[config.mk]
export PLATFORM = sky130hd
export DESIGN_NAME = pwpr_converter
export DESIGN_NICKNAME = d
export VERILOG_FILES = /design/src/pwpr_pkg.sv /design/src/pwpr_pulse_if.sv /design/src/pwpr_pulse_shaper.sv /design/src/pwpr_converter.sv
export VERILOG_INCLUDE_DIRS = /design/src
export SDC_FILE = /design/constraint.sdc
export NUM_CORES = 1
export LEC_CHECK = 0
export BUFFER_PORTS_ARGS = -buffer_cell sky130_fd_sc_hd__buf_2
export CORE_MARGIN = 2
export CORE_UTILIZATION = 30
export CTS_BUF_LIST = sky130_fd_sc_hd__clkbuf_4 sky130_fd_sc_hd__clkbuf_8 sky130_fd_sc_hd__clkbuf_16
export CTS_CLUSTER_DIAMETER = 200
export CTS_CLUSTER_SIZE = 14
export DETAILED_ROUTE_END_ITERATION = 16
export PLACE_DENSITY = 0.57
export SLEW_MARGIN = 20
export SYNTH_ARGS = -nofsm -noshare
export SYNTH_HDL_FRONTEND = slang
export SYNTH_HIERARCHICAL = 1
export SYNTH_SLANG_ARGS = --single-unit
export TNS_END_PERCENT = 50
[constraint.sdc]
create_clock -name REF_CLK_IN -period 5.85 [get_ports REF_CLK_IN]
set_input_delay 0.2925 -clock REF_CLK_IN [delete_from_list [all_inputs] [get_ports REF_CLK_IN]]
set_output_delay 0.2925 -clock REF_CLK_IN [all_outputs]
set_load 0.02 [all_outputs]
[src/pwpr_cfg.svh]
/*
 Constants of the power to pulse rate converter: widths, shifts, thresholds and timing counts.
 Assumes the block clock doubles as the oscillator whose rate all output rates follow.
*/
`ifndef PWPR_CFG_SVH
`define PWPR_CFG_SVH

// ***************************************************
// Widths
// ***************************************************
`define PWPR_POWER_W 16
`define PWPR_ACC_W 40
`define PWPR_CNT_W 32
`define PWPR_MULT_W 12

// ***************************************************
// Rate scaling
// ***************************************************
// Full scale power divided by 0.204, so full scale gives 0.204 of the base rate.
`define PWPR_LOW_SCALE 40'h000004E6E2
// Base divide exponent for select code 00; the code is subtracted from it.
`define PWPR_BASE_EXP 5'h13
// Calibration threshold shifts relative to the scale constant.
`define PWPR_CF_SHIFT_SCALE_HI 6'h0C
`define PWPR_CF_SHIFT_SCALE_LO 6'h0D
`define PWPR_CF_SHIFT_HF 6'h05
// Calibration multiple exponents.
`define PWPR_MULT_EXP_HI 4'h7
`define PWPR_MULT_EXP_LO 4'h6
`define PWPR_MULT_EXP_HF 4'hB
// Power below this value is below 0.00249 percent of the base rate.
`define PWPR_NOLOAD_MIN 16'h0008

// ***************************************************
// Timing
// ***************************************************
`define PWPR_CLK_HZ 64'd40000000
`define PWPR_LOW_WIDTH_MS 64'd120
`define PWPR_CF_WIDTH_MS 64'd90
`define PWPR_HF_WIDTH_US 64'd35
`define PWPR_LOW_WIDTH_CYC ((`PWPR_LOW_WIDTH_MS * `PWPR_CLK_HZ) / 64'd1000)
`define PWPR_CF_WIDTH_CYC ((`PWPR_CF_WIDTH_MS * `PWPR_CLK_HZ) / 64'd1000)
`define PWPR_HF_WIDTH_CYC ((`PWPR_HF_WIDTH_US * `PWPR_CLK_HZ) / 64'd1000000)

`endif

[src/pwpr_pkg.sv]
/*
 Types of the power to pulse rate converter.
 Assumes nothing beyond a SystemVerilog compiler.
*/
package pwpr_pkg;

   // ***************************************************
   // Low-rate output alternation
   // ***************************************************
   typedef enum logic [1:0] {
      PWPR_NEXT_A = 2'b01,
      PWPR_NEXT_B = 2'b10
   } pwpr_side_t;

endpackage

[src/pwpr_pulse_if.sv]
/*
 Interface between the converter core and one pulse shaper.
 Assumes one clock shared by both ends.
*/
`timescale 1ns/1ps
`include "pwpr_cfg.svh"

interface pwpr_pulse_if;
   logic trigger;
   logic fixed_width;
   logic [`PWPR_CNT_W-1:0] nominal_width;
   logic active;

   modport ctrl (output trigger, output fixed_width, output nominal_width, input active);
   modport shaper (input trigger, input fixed_width, input nominal_width, output active);
endinterface

[src/pwpr_pulse_shaper.sv]
/*
 Pulse shaper: stretches a one-cycle trigger into a pulse of nominal width, or, unless fixed_width is set, half the last period if shorter.
 Assumes triggers come from logic on the same clock.
*/
`timescale 1ns/1ps
`include "pwpr_cfg.svh"

module pwpr_pulse_shaper (
   input wire logic clk,
   input wire logic rst,
   input wire logic ce,
   pwpr_pulse_if.shaper port
);

   logic [`PWPR_CNT_W-1:0] period;
   logic [`PWPR_CNT_W-1:0] left;
   logic [`PWPR_CNT_W-1:0] next_period;
   logic [`PWPR_CNT_W-1:0] next_left;
   logic [`PWPR_CNT_W-1:0] half;

   // ***************************************************
   // Width and period tracking
   // ***************************************************
   always_comb begin
      half = period >> 1;
      next_period = (period == {`PWPR_CNT_W{1'b1}}) ? period : period + 1'b1;
      next_left = (left != '0) ? left - 1'b1 : left;
      if (port.trigger) begin
         next_period = {{(`PWPR_CNT_W-1){1'b0}}, 1'b1};
         if (port.fixed_width || half >= port.nominal_width) begin
            next_left = port.nominal_width;
         end else begin
            // A fast rate shrinks the pulse to half its period.
            next_left = (half == '0) ? {{(`PWPR_CNT_W-1){1'b0}}, 1'b1} : half;
         end
      end
   end

   always_ff @(posedge clk or posedge rst) begin
      if (rst) begin
         period <= {`PWPR_CNT_W{1'b1}};
         left <= '0;
      end else if (ce) begin
         period <= next_period;
         left <= next_left;
      end
   end

   assign port.active = (left != '0);

endmodule

[src/pwpr_converter.sv]
/*
 Digital-to-frequency stage of an energy meter: accumulates filtered power and emits
 two alternating active-low low-rate pulses and one calibration pulse.
 Assumes POWER_IN is the filtered power from logic on REF_CLK_IN, unsigned, full scale 16'hFFFF,
 and that the selects are asynchronous pins.
*/
`timescale 1ns/1ps
`include "pwpr_cfg.svh"

module pwpr_converter #(
   parameter logic [`PWPR_CNT_W-1:0] LOW_WIDTH_CYC = `PWPR_CNT_W'(`PWPR_LOW_WIDTH_CYC),
   parameter logic [`PWPR_CNT_W-1:0] CF_WIDTH_CYC = `PWPR_CNT_W'(`PWPR_CF_WIDTH_CYC)
) (
   // Clock, reset and enable
   input wire logic REF_CLK_IN,
   input wire logic RST_IN,
   input wire logic CE_IN,
   // Filtered power
   input wire logic [`PWPR_POWER_W-1:0] POWER_IN,
   // Select pins
   input wire logic RATE_SELECT_LOW_IN,
   input wire logic RATE_SELECT_HIGH_IN,
   input wire logic CALIBRATION_SCALE_SELECT_IN,
   // Pulse outputs
   output logic LOW_RATE_PULSE_A_N_OUT,
   output logic LOW_RATE_PULSE_B_N_OUT,
   output logic CALIBRATION_PULSE_OUT
);

   localparam logic [`PWPR_CNT_W-1:0] HF_WIDTH_CYC = `PWPR_CNT_W'(`PWPR_HF_WIDTH_CYC);

   // ***************************************************
   // Select synchronisers
   // ***************************************************
   logic [2:0] sel_meta;
   logic [2:0] sel_sync;

   always_ff @(posedge REF_CLK_IN or posedge RST_IN) begin
      if (RST_IN) begin
         sel_meta <= 3'h0;
         sel_sync <= 3'h0;
      end else if (CE_IN) begin
         // Two stages so a moving select never splits the ratio and multiple.
         sel_meta <= {CALIBRATION_SCALE_SELECT_IN, RATE_SELECT_HIGH_IN, RATE_SELECT_LOW_IN};
         sel_sync <= sel_meta;
      end
   end

   // ***************************************************
   // Ratio decode
   // ***************************************************
   logic [1:0] rate_code;
   logic scale_hi;
   logic hf_mode;
   logic [5:0] cf_shift;
   logic [3:0] mult_exp;
   logic [`PWPR_ACC_W-1:0] cf_thr;
   logic [`PWPR_MULT_W-1:0] mult_last;

   always_comb begin
      rate_code = sel_sync[1:0];
      scale_hi = sel_sync[2];
      hf_mode = !scale_hi && (rate_code == 2'h3);
      // Low threshold is scale << (19 - code); the multiple divides it down.
      if (scale_hi) begin
         cf_shift = `PWPR_CF_SHIFT_SCALE_HI;
         mult_exp = `PWPR_MULT_EXP_HI - {2'h0, rate_code};
      end else if (hf_mode) begin
         cf_shift = `PWPR_CF_SHIFT_HF;
         mult_exp = `PWPR_MULT_EXP_HF;
      end else begin
         cf_shift = `PWPR_CF_SHIFT_SCALE_LO;
         mult_exp = `PWPR_MULT_EXP_LO - {2'h0, rate_code};
      end
      cf_thr = `PWPR_LOW_SCALE << cf_shift;
      mult_last = (`PWPR_MULT_W'(1) << mult_exp) - 1'b1;
   end

   // ***************************************************
   // Accumulation
   // ***************************************************
   logic [`PWPR_ACC_W-1:0] acc;
   logic [`PWPR_ACC_W-1:0] next_acc;
   logic [`PWPR_ACC_W-1:0] sum;
   logic [`PWPR_MULT_W-1:0] mult_cnt;
   logic [`PWPR_MULT_W-1:0] next_mult_cnt;
   logic cf_event;
   logic low_event;

   always_comb begin
      // One add per oscillator cycle, so every rate tracks the clock.
      sum = acc + {{(`PWPR_ACC_W-`PWPR_POWER_W){1'b0}}, POWER_IN};
      next_acc = acc;
      cf_event = 1'b0;
      if (POWER_IN >= `PWPR_NOLOAD_MIN) begin
         next_acc = sum;
         if (sum >= cf_thr) begin
            next_acc = sum - cf_thr;
            cf_event = 1'b1;
         end
      end
      // The low-rate path integrates many calibration periods, which averages out ripple.
      next_mult_cnt = mult_cnt;
      low_event = 1'b0;
      if (cf_event) begin
         if (mult_cnt >= mult_last) begin
            next_mult_cnt = '0;
            low_event = 1'b1;
         end else begin
            next_mult_cnt = mult_cnt + 1'b1;
         end
      end
   end

   always_ff @(posedge REF_CLK_IN or posedge RST_IN) begin
      if (RST_IN) begin
         acc <= '0;
         mult_cnt <= '0;
      end else if (CE_IN) begin
         acc <= next_acc;
         mult_cnt <= next_mult_cnt;
      end
   end

   // ***************************************************
   // Pulse shaping
   // ***************************************************
   pwpr_pulse_if low_if ();
   pwpr_pulse_if cf_if ();

   assign low_if.trigger = low_event;
   assign low_if.fixed_width = 1'b0;
   assign low_if.nominal_width = LOW_WIDTH_CYC;
   assign cf_if.trigger = cf_event;
   assign cf_if.fixed_width = hf_mode;
   assign cf_if.nominal_width = hf_mode ? HF_WIDTH_CYC : CF_WIDTH_CYC;

   pwpr_pulse_shaper low_shaper (
      .clk(REF_CLK_IN),
      .rst(RST_IN),
      .ce(CE_IN),
      .port(low_if.shaper)
   );

   pwpr_pulse_shaper cf_shaper (
      .clk(REF_CLK_IN),
      .rst(RST_IN),
      .ce(CE_IN),
      .port(cf_if.shaper)
   );

   // ***************************************************
   // Output alternation and registers
   // ***************************************************
   pwpr_pkg::pwpr_side_t side;
   pwpr_pkg::pwpr_side_t next_side;
   pwpr_pkg::pwpr_side_t pulse_side;
   pwpr_pkg::pwpr_side_t next_pulse_side;
   logic next_a_n;
   logic next_b_n;
   logic next_cf;

   always_comb begin
      next_side = side;
      next_pulse_side = pulse_side;
      if (low_event) begin
         // A retrigger moves the pulse to the other output.
         next_pulse_side = side;
         unique case (side)
            pwpr_pkg::PWPR_NEXT_A: begin
               next_side = pwpr_pkg::PWPR_NEXT_B;
            end
            pwpr_pkg::PWPR_NEXT_B: begin
               next_side = pwpr_pkg::PWPR_NEXT_A;
            end
            default: begin
               next_side = pwpr_pkg::PWPR_NEXT_A;
            end
         endcase
      end
      next_a_n = !(low_if.active && pulse_side == pwpr_pkg::PWPR_NEXT_A);
      next_b_n = !(low_if.active && pulse_side == pwpr_pkg::PWPR_NEXT_B);
      next_cf = cf_if.active;
   end

   always_ff @(posedge REF_CLK_IN or posedge RST_IN) begin
      if (RST_IN) begin
         side <= pwpr_pkg::PWPR_NEXT_A;
         pulse_side <= pwpr_pkg::PWPR_NEXT_A;
         LOW_RATE_PULSE_A_N_OUT <= 1'b1;
         LOW_RATE_PULSE_B_N_OUT <= 1'b1;
         CALIBRATION_PULSE_OUT <= 1'b0;
      end else if (CE_IN) begin
         side <= next_side;
         pulse_side <= next_pulse_side;
         LOW_RATE_PULSE_A_N_OUT <= next_a_n;
         LOW_RATE_PULSE_B_N_OUT <= next_b_n;
         CALIBRATION_PULSE_OUT <= next_cf;
      end
   end

endmodule

==> impl_metrics.tcl <==
set metrics [dict create \
    antenna_left 0 \
    drive_gt1_share_pct 13.8 \
    fin_crit_sh_pct 97.0 \
    synthCells 1927 \
    r2r-start "acc[0]$_DFFE_PP0P_" \
    insertion_delay_ns 0.50 \
    hp-class "in -> reg" \
    ys_seq_elements 193 \
    fin_util_pct 34.7 \
    status "complete, no violations" \
    synth_top_area_cell "dfrtp_1" \
    drc_errors 0 \
    crit_required_ns 6.27 \
    initialDrtViolationCount 988 \
    syn_area_um2 15700 \
    worstSetupPathType "reg -> reg" \
    rsz0062_at_grt "true" \
    ys_top_cells_by_area "dfrtp_1 20%, dfstp_2 11%, ha_1 9.4%, nor2_1 5.1%, nand2_1 4.5%" \
    port_buffers 24 \
    die_height_um 233 \
    whs_path_depth 2 \
    cts_tree "done" \
    min-delay-start "CALIBRATION_SCALE_SELECT_IN" \
    worst_r2r_endpoint "low_shaper/period[10]$_DFFE_PP1P_" \
    ys_seq_area_share_pct 31.3 \
    nets 2193 \
    ioPinCount 25 \
    r2r_setup_slack_ns 0.17 \
    grt-ovfl-total 0 \
    die_area_um2 54200 \
    finalSetupViolCount 0 \
    diodes 0 \
    tightest_slew_ns 0.847 \
    crit_arrival_ns 6.10 \
    antenna_found_initial 0 \
    num_vias 14662 \
    hold_ws_ns 0.0492 \
    r2r_cells 25 \
    cts_sinks 193 \
    firstDrtPassIters 6 \
    grt_pass1_vias 14049 \
    path_max_fanout 5 \
    ys.warnings.count 6 \
    rows 83 \
    syn_avg_cell_area_um2 8.15 \
    max_cap_violations 0 \
    cts_buffer_depth 2 \
    grt_max_degree 65 \
    yosysTopAreaCellShare_pct 19.9 \
    placeableCoreArea_um2 51500 \
    maxSlewViolCount 0 \
    cts_made_buffers 17 \
    yosys_most_used_dff "dfrtp_1" \
    dp_slack_ns -0.0511 \
    synth_cell_types 99 \
    min_period_ns 5.68 \
    start_kind "flip-flop" \
    final_area_um2 17900 \
    viasPerCell 5.34 \
    hold_path_end "sel_meta[2]$_DFFE_PP0P_" \
    critical_path.endpoint_type "flip-flop" \
    leakage_nw 7.31 \
    fillerInstances 5407 \
    clock_skew_ns 0.0190 \
    finalHoldViolations 0 \
    power_w 0.00692 \
    hpwl_um 33000 \
    cts-root-buf "clkbuf_16" \
    start_util_pct 30.5 \
    synth_edf_count 0 \
    syn_to_final_growth_pct 13.8 \
    ir_worst_vdd_mv 0.319 \
    place_area_um2 17100 \
    p_per_area_nw_per_um2 387 \
    grt_usage_pct 16.9 \
    relSlewSlack_pct 43.5 \
    grt_first_pass_wirelength_um 73800 \
    wl_per_cell_um 16.2 \
    setup_ws_ns 0.174 \
    max_freq_mhz 176 \
    die_width_um 233 \
    htreeDepth 4 \
    gp_congestion 0.919 \
    synth-async-reset-ratio_pct 100 \
    wl_um 44400 \
    clk_pin_slew_ns 0.08 \
]
==> through the flow <==
step / setup TNS, ns / std cells
detailed placement: -0.226 / 2701
global route: -0.261 / 2745
global placement: 0 / 2701
CTS: -0.00138 / 2734
floorplan: 0 / 2018
finish: 0 / 2745
==> worst max-delay path, stage by stage, from the launching register on <==
cell and delay (ns):
dfrtp_1 0.41, ha_4 0.18, fa_2 0.41, a211oi_2 0.30
o21ai_2 0.09, buf_4 0.15, a311oi_2 0.25, nor2_2 0.07
ha_1 0.34, o21a_1 0.20, o211ai_1 0.24, a21oi_1 0.08
nor2_1 0.16, o221a_4 0.23, a31o_4 0.19, o21bai_4 0.08
a2111o_2 0.43, and2_4 0.19, and2_4 0.16, nand3b_1 0.14
or4_4 0.45, or3_1 0.33, nand4b_1 0.19, buf_4 0.16
xor2_1 0.14, nor2_1 0.06
==> placed cells by master (no fill, tap or decap), types with 14 or more instances in the layout <==
cell type / netlist / final
xnor2_1: 65 / 65
clkbuf_16: 0 / 17
a211oi_1: 19 / 19
o21ai_1: 32 / 34
a31oi_1: 21 / 20
xor2_1: 42 / 42
dfrtp_1: 125 / 125
nand3_1: 60 / 60
o221ai_1: 18 / 18
buf_2: 17 / 24
or3_1: 29 / 28
nor4_1: 36 / 36
a21o_1: 17 / 17
ha_1: 118 / 116
nand4_1: 54 / 54
a21oi_1: 130 / 127
o21ai_0: 114 / 109
nand2_1: 187 / 186
mux2i_1: 21 / 21
nand2b_1: 16 / 14
and3_1: 18 / 18
o21a_1: 14 / 14
conb_1: 2 / 93
nor2_1: 213 / 212
buf_4: 4 / 64
o211ai_1: 15 / 15
dfstp_2: 68 / 68
nor3_1: 70 / 70
inv_1: 104 / 101
o22ai_1: 30 / 30
==> registers in the layout (all words and copies together), names as in the netlist, 2 cells and up <==
register and flops:
side 2, sel_sync 3, pulse_side 2, low_shaper/left 32, sel_meta 3, low_shaper/period 32
acc 40, cf_shaper/period 32, cf_shaper/left 32, mult_cnt 12
==> layout make-up <==
| cell class | instances | area, um^2 | share of cell area [%] |
|---|---|---|---|
| Clock buffer | 19 | 447 | 2.50 |
| Clock inverter | 13 | 143 | 0.798 |
| Inverter | 107 | 405 | 2.27 |
| Multi-Input combinational cell | 1643 | 10500 | 58.7 |
| Sequential cell | 193 | 4910 | 27.5 |
| Tap cell | 680 | 851 | 4.76 |
| Timing Repair Buffer | 90 | 622 | 3.48 |
==> power by group <==
group          internal (W)  leakage, nW  switching, W
combinational       0.00160         4.75       0.00196
clock              0.000619        0.293      0.000615
sequential          0.00169         2.26      0.000445
total               0.00390         7.31       0.00302
==> Yosys cell counts, types with 7 or more instances <==
library cell / instances
nor4_1: 36
a211oi_1: 19
xnor2_1: 65
dfstp_2: 68
nand2b_1: 16
nor2b_1: 13
o211ai_1: 15
a21o_1: 17
o21ai_1: 32
inv_1: 104
and2_1: 16
o22ai_1: 30
o21ai_0: 114
nor2_1: 213
buf_2: 17
ha_1: 118
or3_1: 29
a31oi_1: 21
a21oi_1: 130
and4_1: 12
dfrtp_1: 125
nand3_1: 60
o221ai_1: 18
o21a_1: 14
xor2_1: 42
nor3b_1: 7
nand2_1: 187
clkbuf_1: 48
o31ai_1: 7
o32ai_1: 10
nor3_1: 70
mux2i_1: 21
and3_1: 18
nand4_1: 54
==> timing repair <==
item | CTS | global route
hold endpoints to repair | 6 | 0
gates resized for setup | 4 | 24
pin swaps | 0 | 9
setup buffers | 0 | 11
hold buffers | 1 | 0
endpoints found under the setup margin | 9 | 99
==> per-layer routing <==
layer	track usage (%)	up-vias	wire length (um)
li1	-	7230	-
met4	4.60	0	641
met3	2.87	45	1840
met2	27.1	342	20000
met1	23.4	7045	21900
met5	0	-	0
==> kinds of logic (layout without fill, tap and decap cells) <==
family	count (synthesis)	after routing	synth area share (%)
adders and majority gates	119	119	9.52
DFF	193	193	31.3
AOI/OAI and AO/OA	509	509	21.2
xor gates and xnor gates	108	108	6.07
other	2	93	0.0478
buffers and inverters	182	229	4.74
muxes	32	32	2.13
and+or+nand+nor	782	782	25.1
==> worst max-delay path by stage <==
stage,from,end,slack [ns],cells past startpoint
6_report,acc[0]$_DFFE_PP0P_,low_shaper/period[10]$_DFFE_PP1P_,0.17,25
5_1_grt,acc[0]$_DFFE_PP0P_,low_shaper/period[10]$_DFFE_PP1P_,-0.10,25
4_1_cts,acc[0]$_DFFE_PP0P_,low_shaper/period[14]$_DFFE_PP1P_,-0.001,24
2_1_floorplan,acc[0]$_DFFE_PP0P_,low_shaper/period[31]$_DFFE_PP1P_,0.05,26
3_3_place_gp,POWER_IN[0],low_shaper/period[27]$_DFFE_PP1P_,0.009,26
3_5_place_dp,POWER_IN[0],low_shaper/period[31]$_DFFE_PP1P_,-0.05,25
Power figures use the tool's default switching activity.
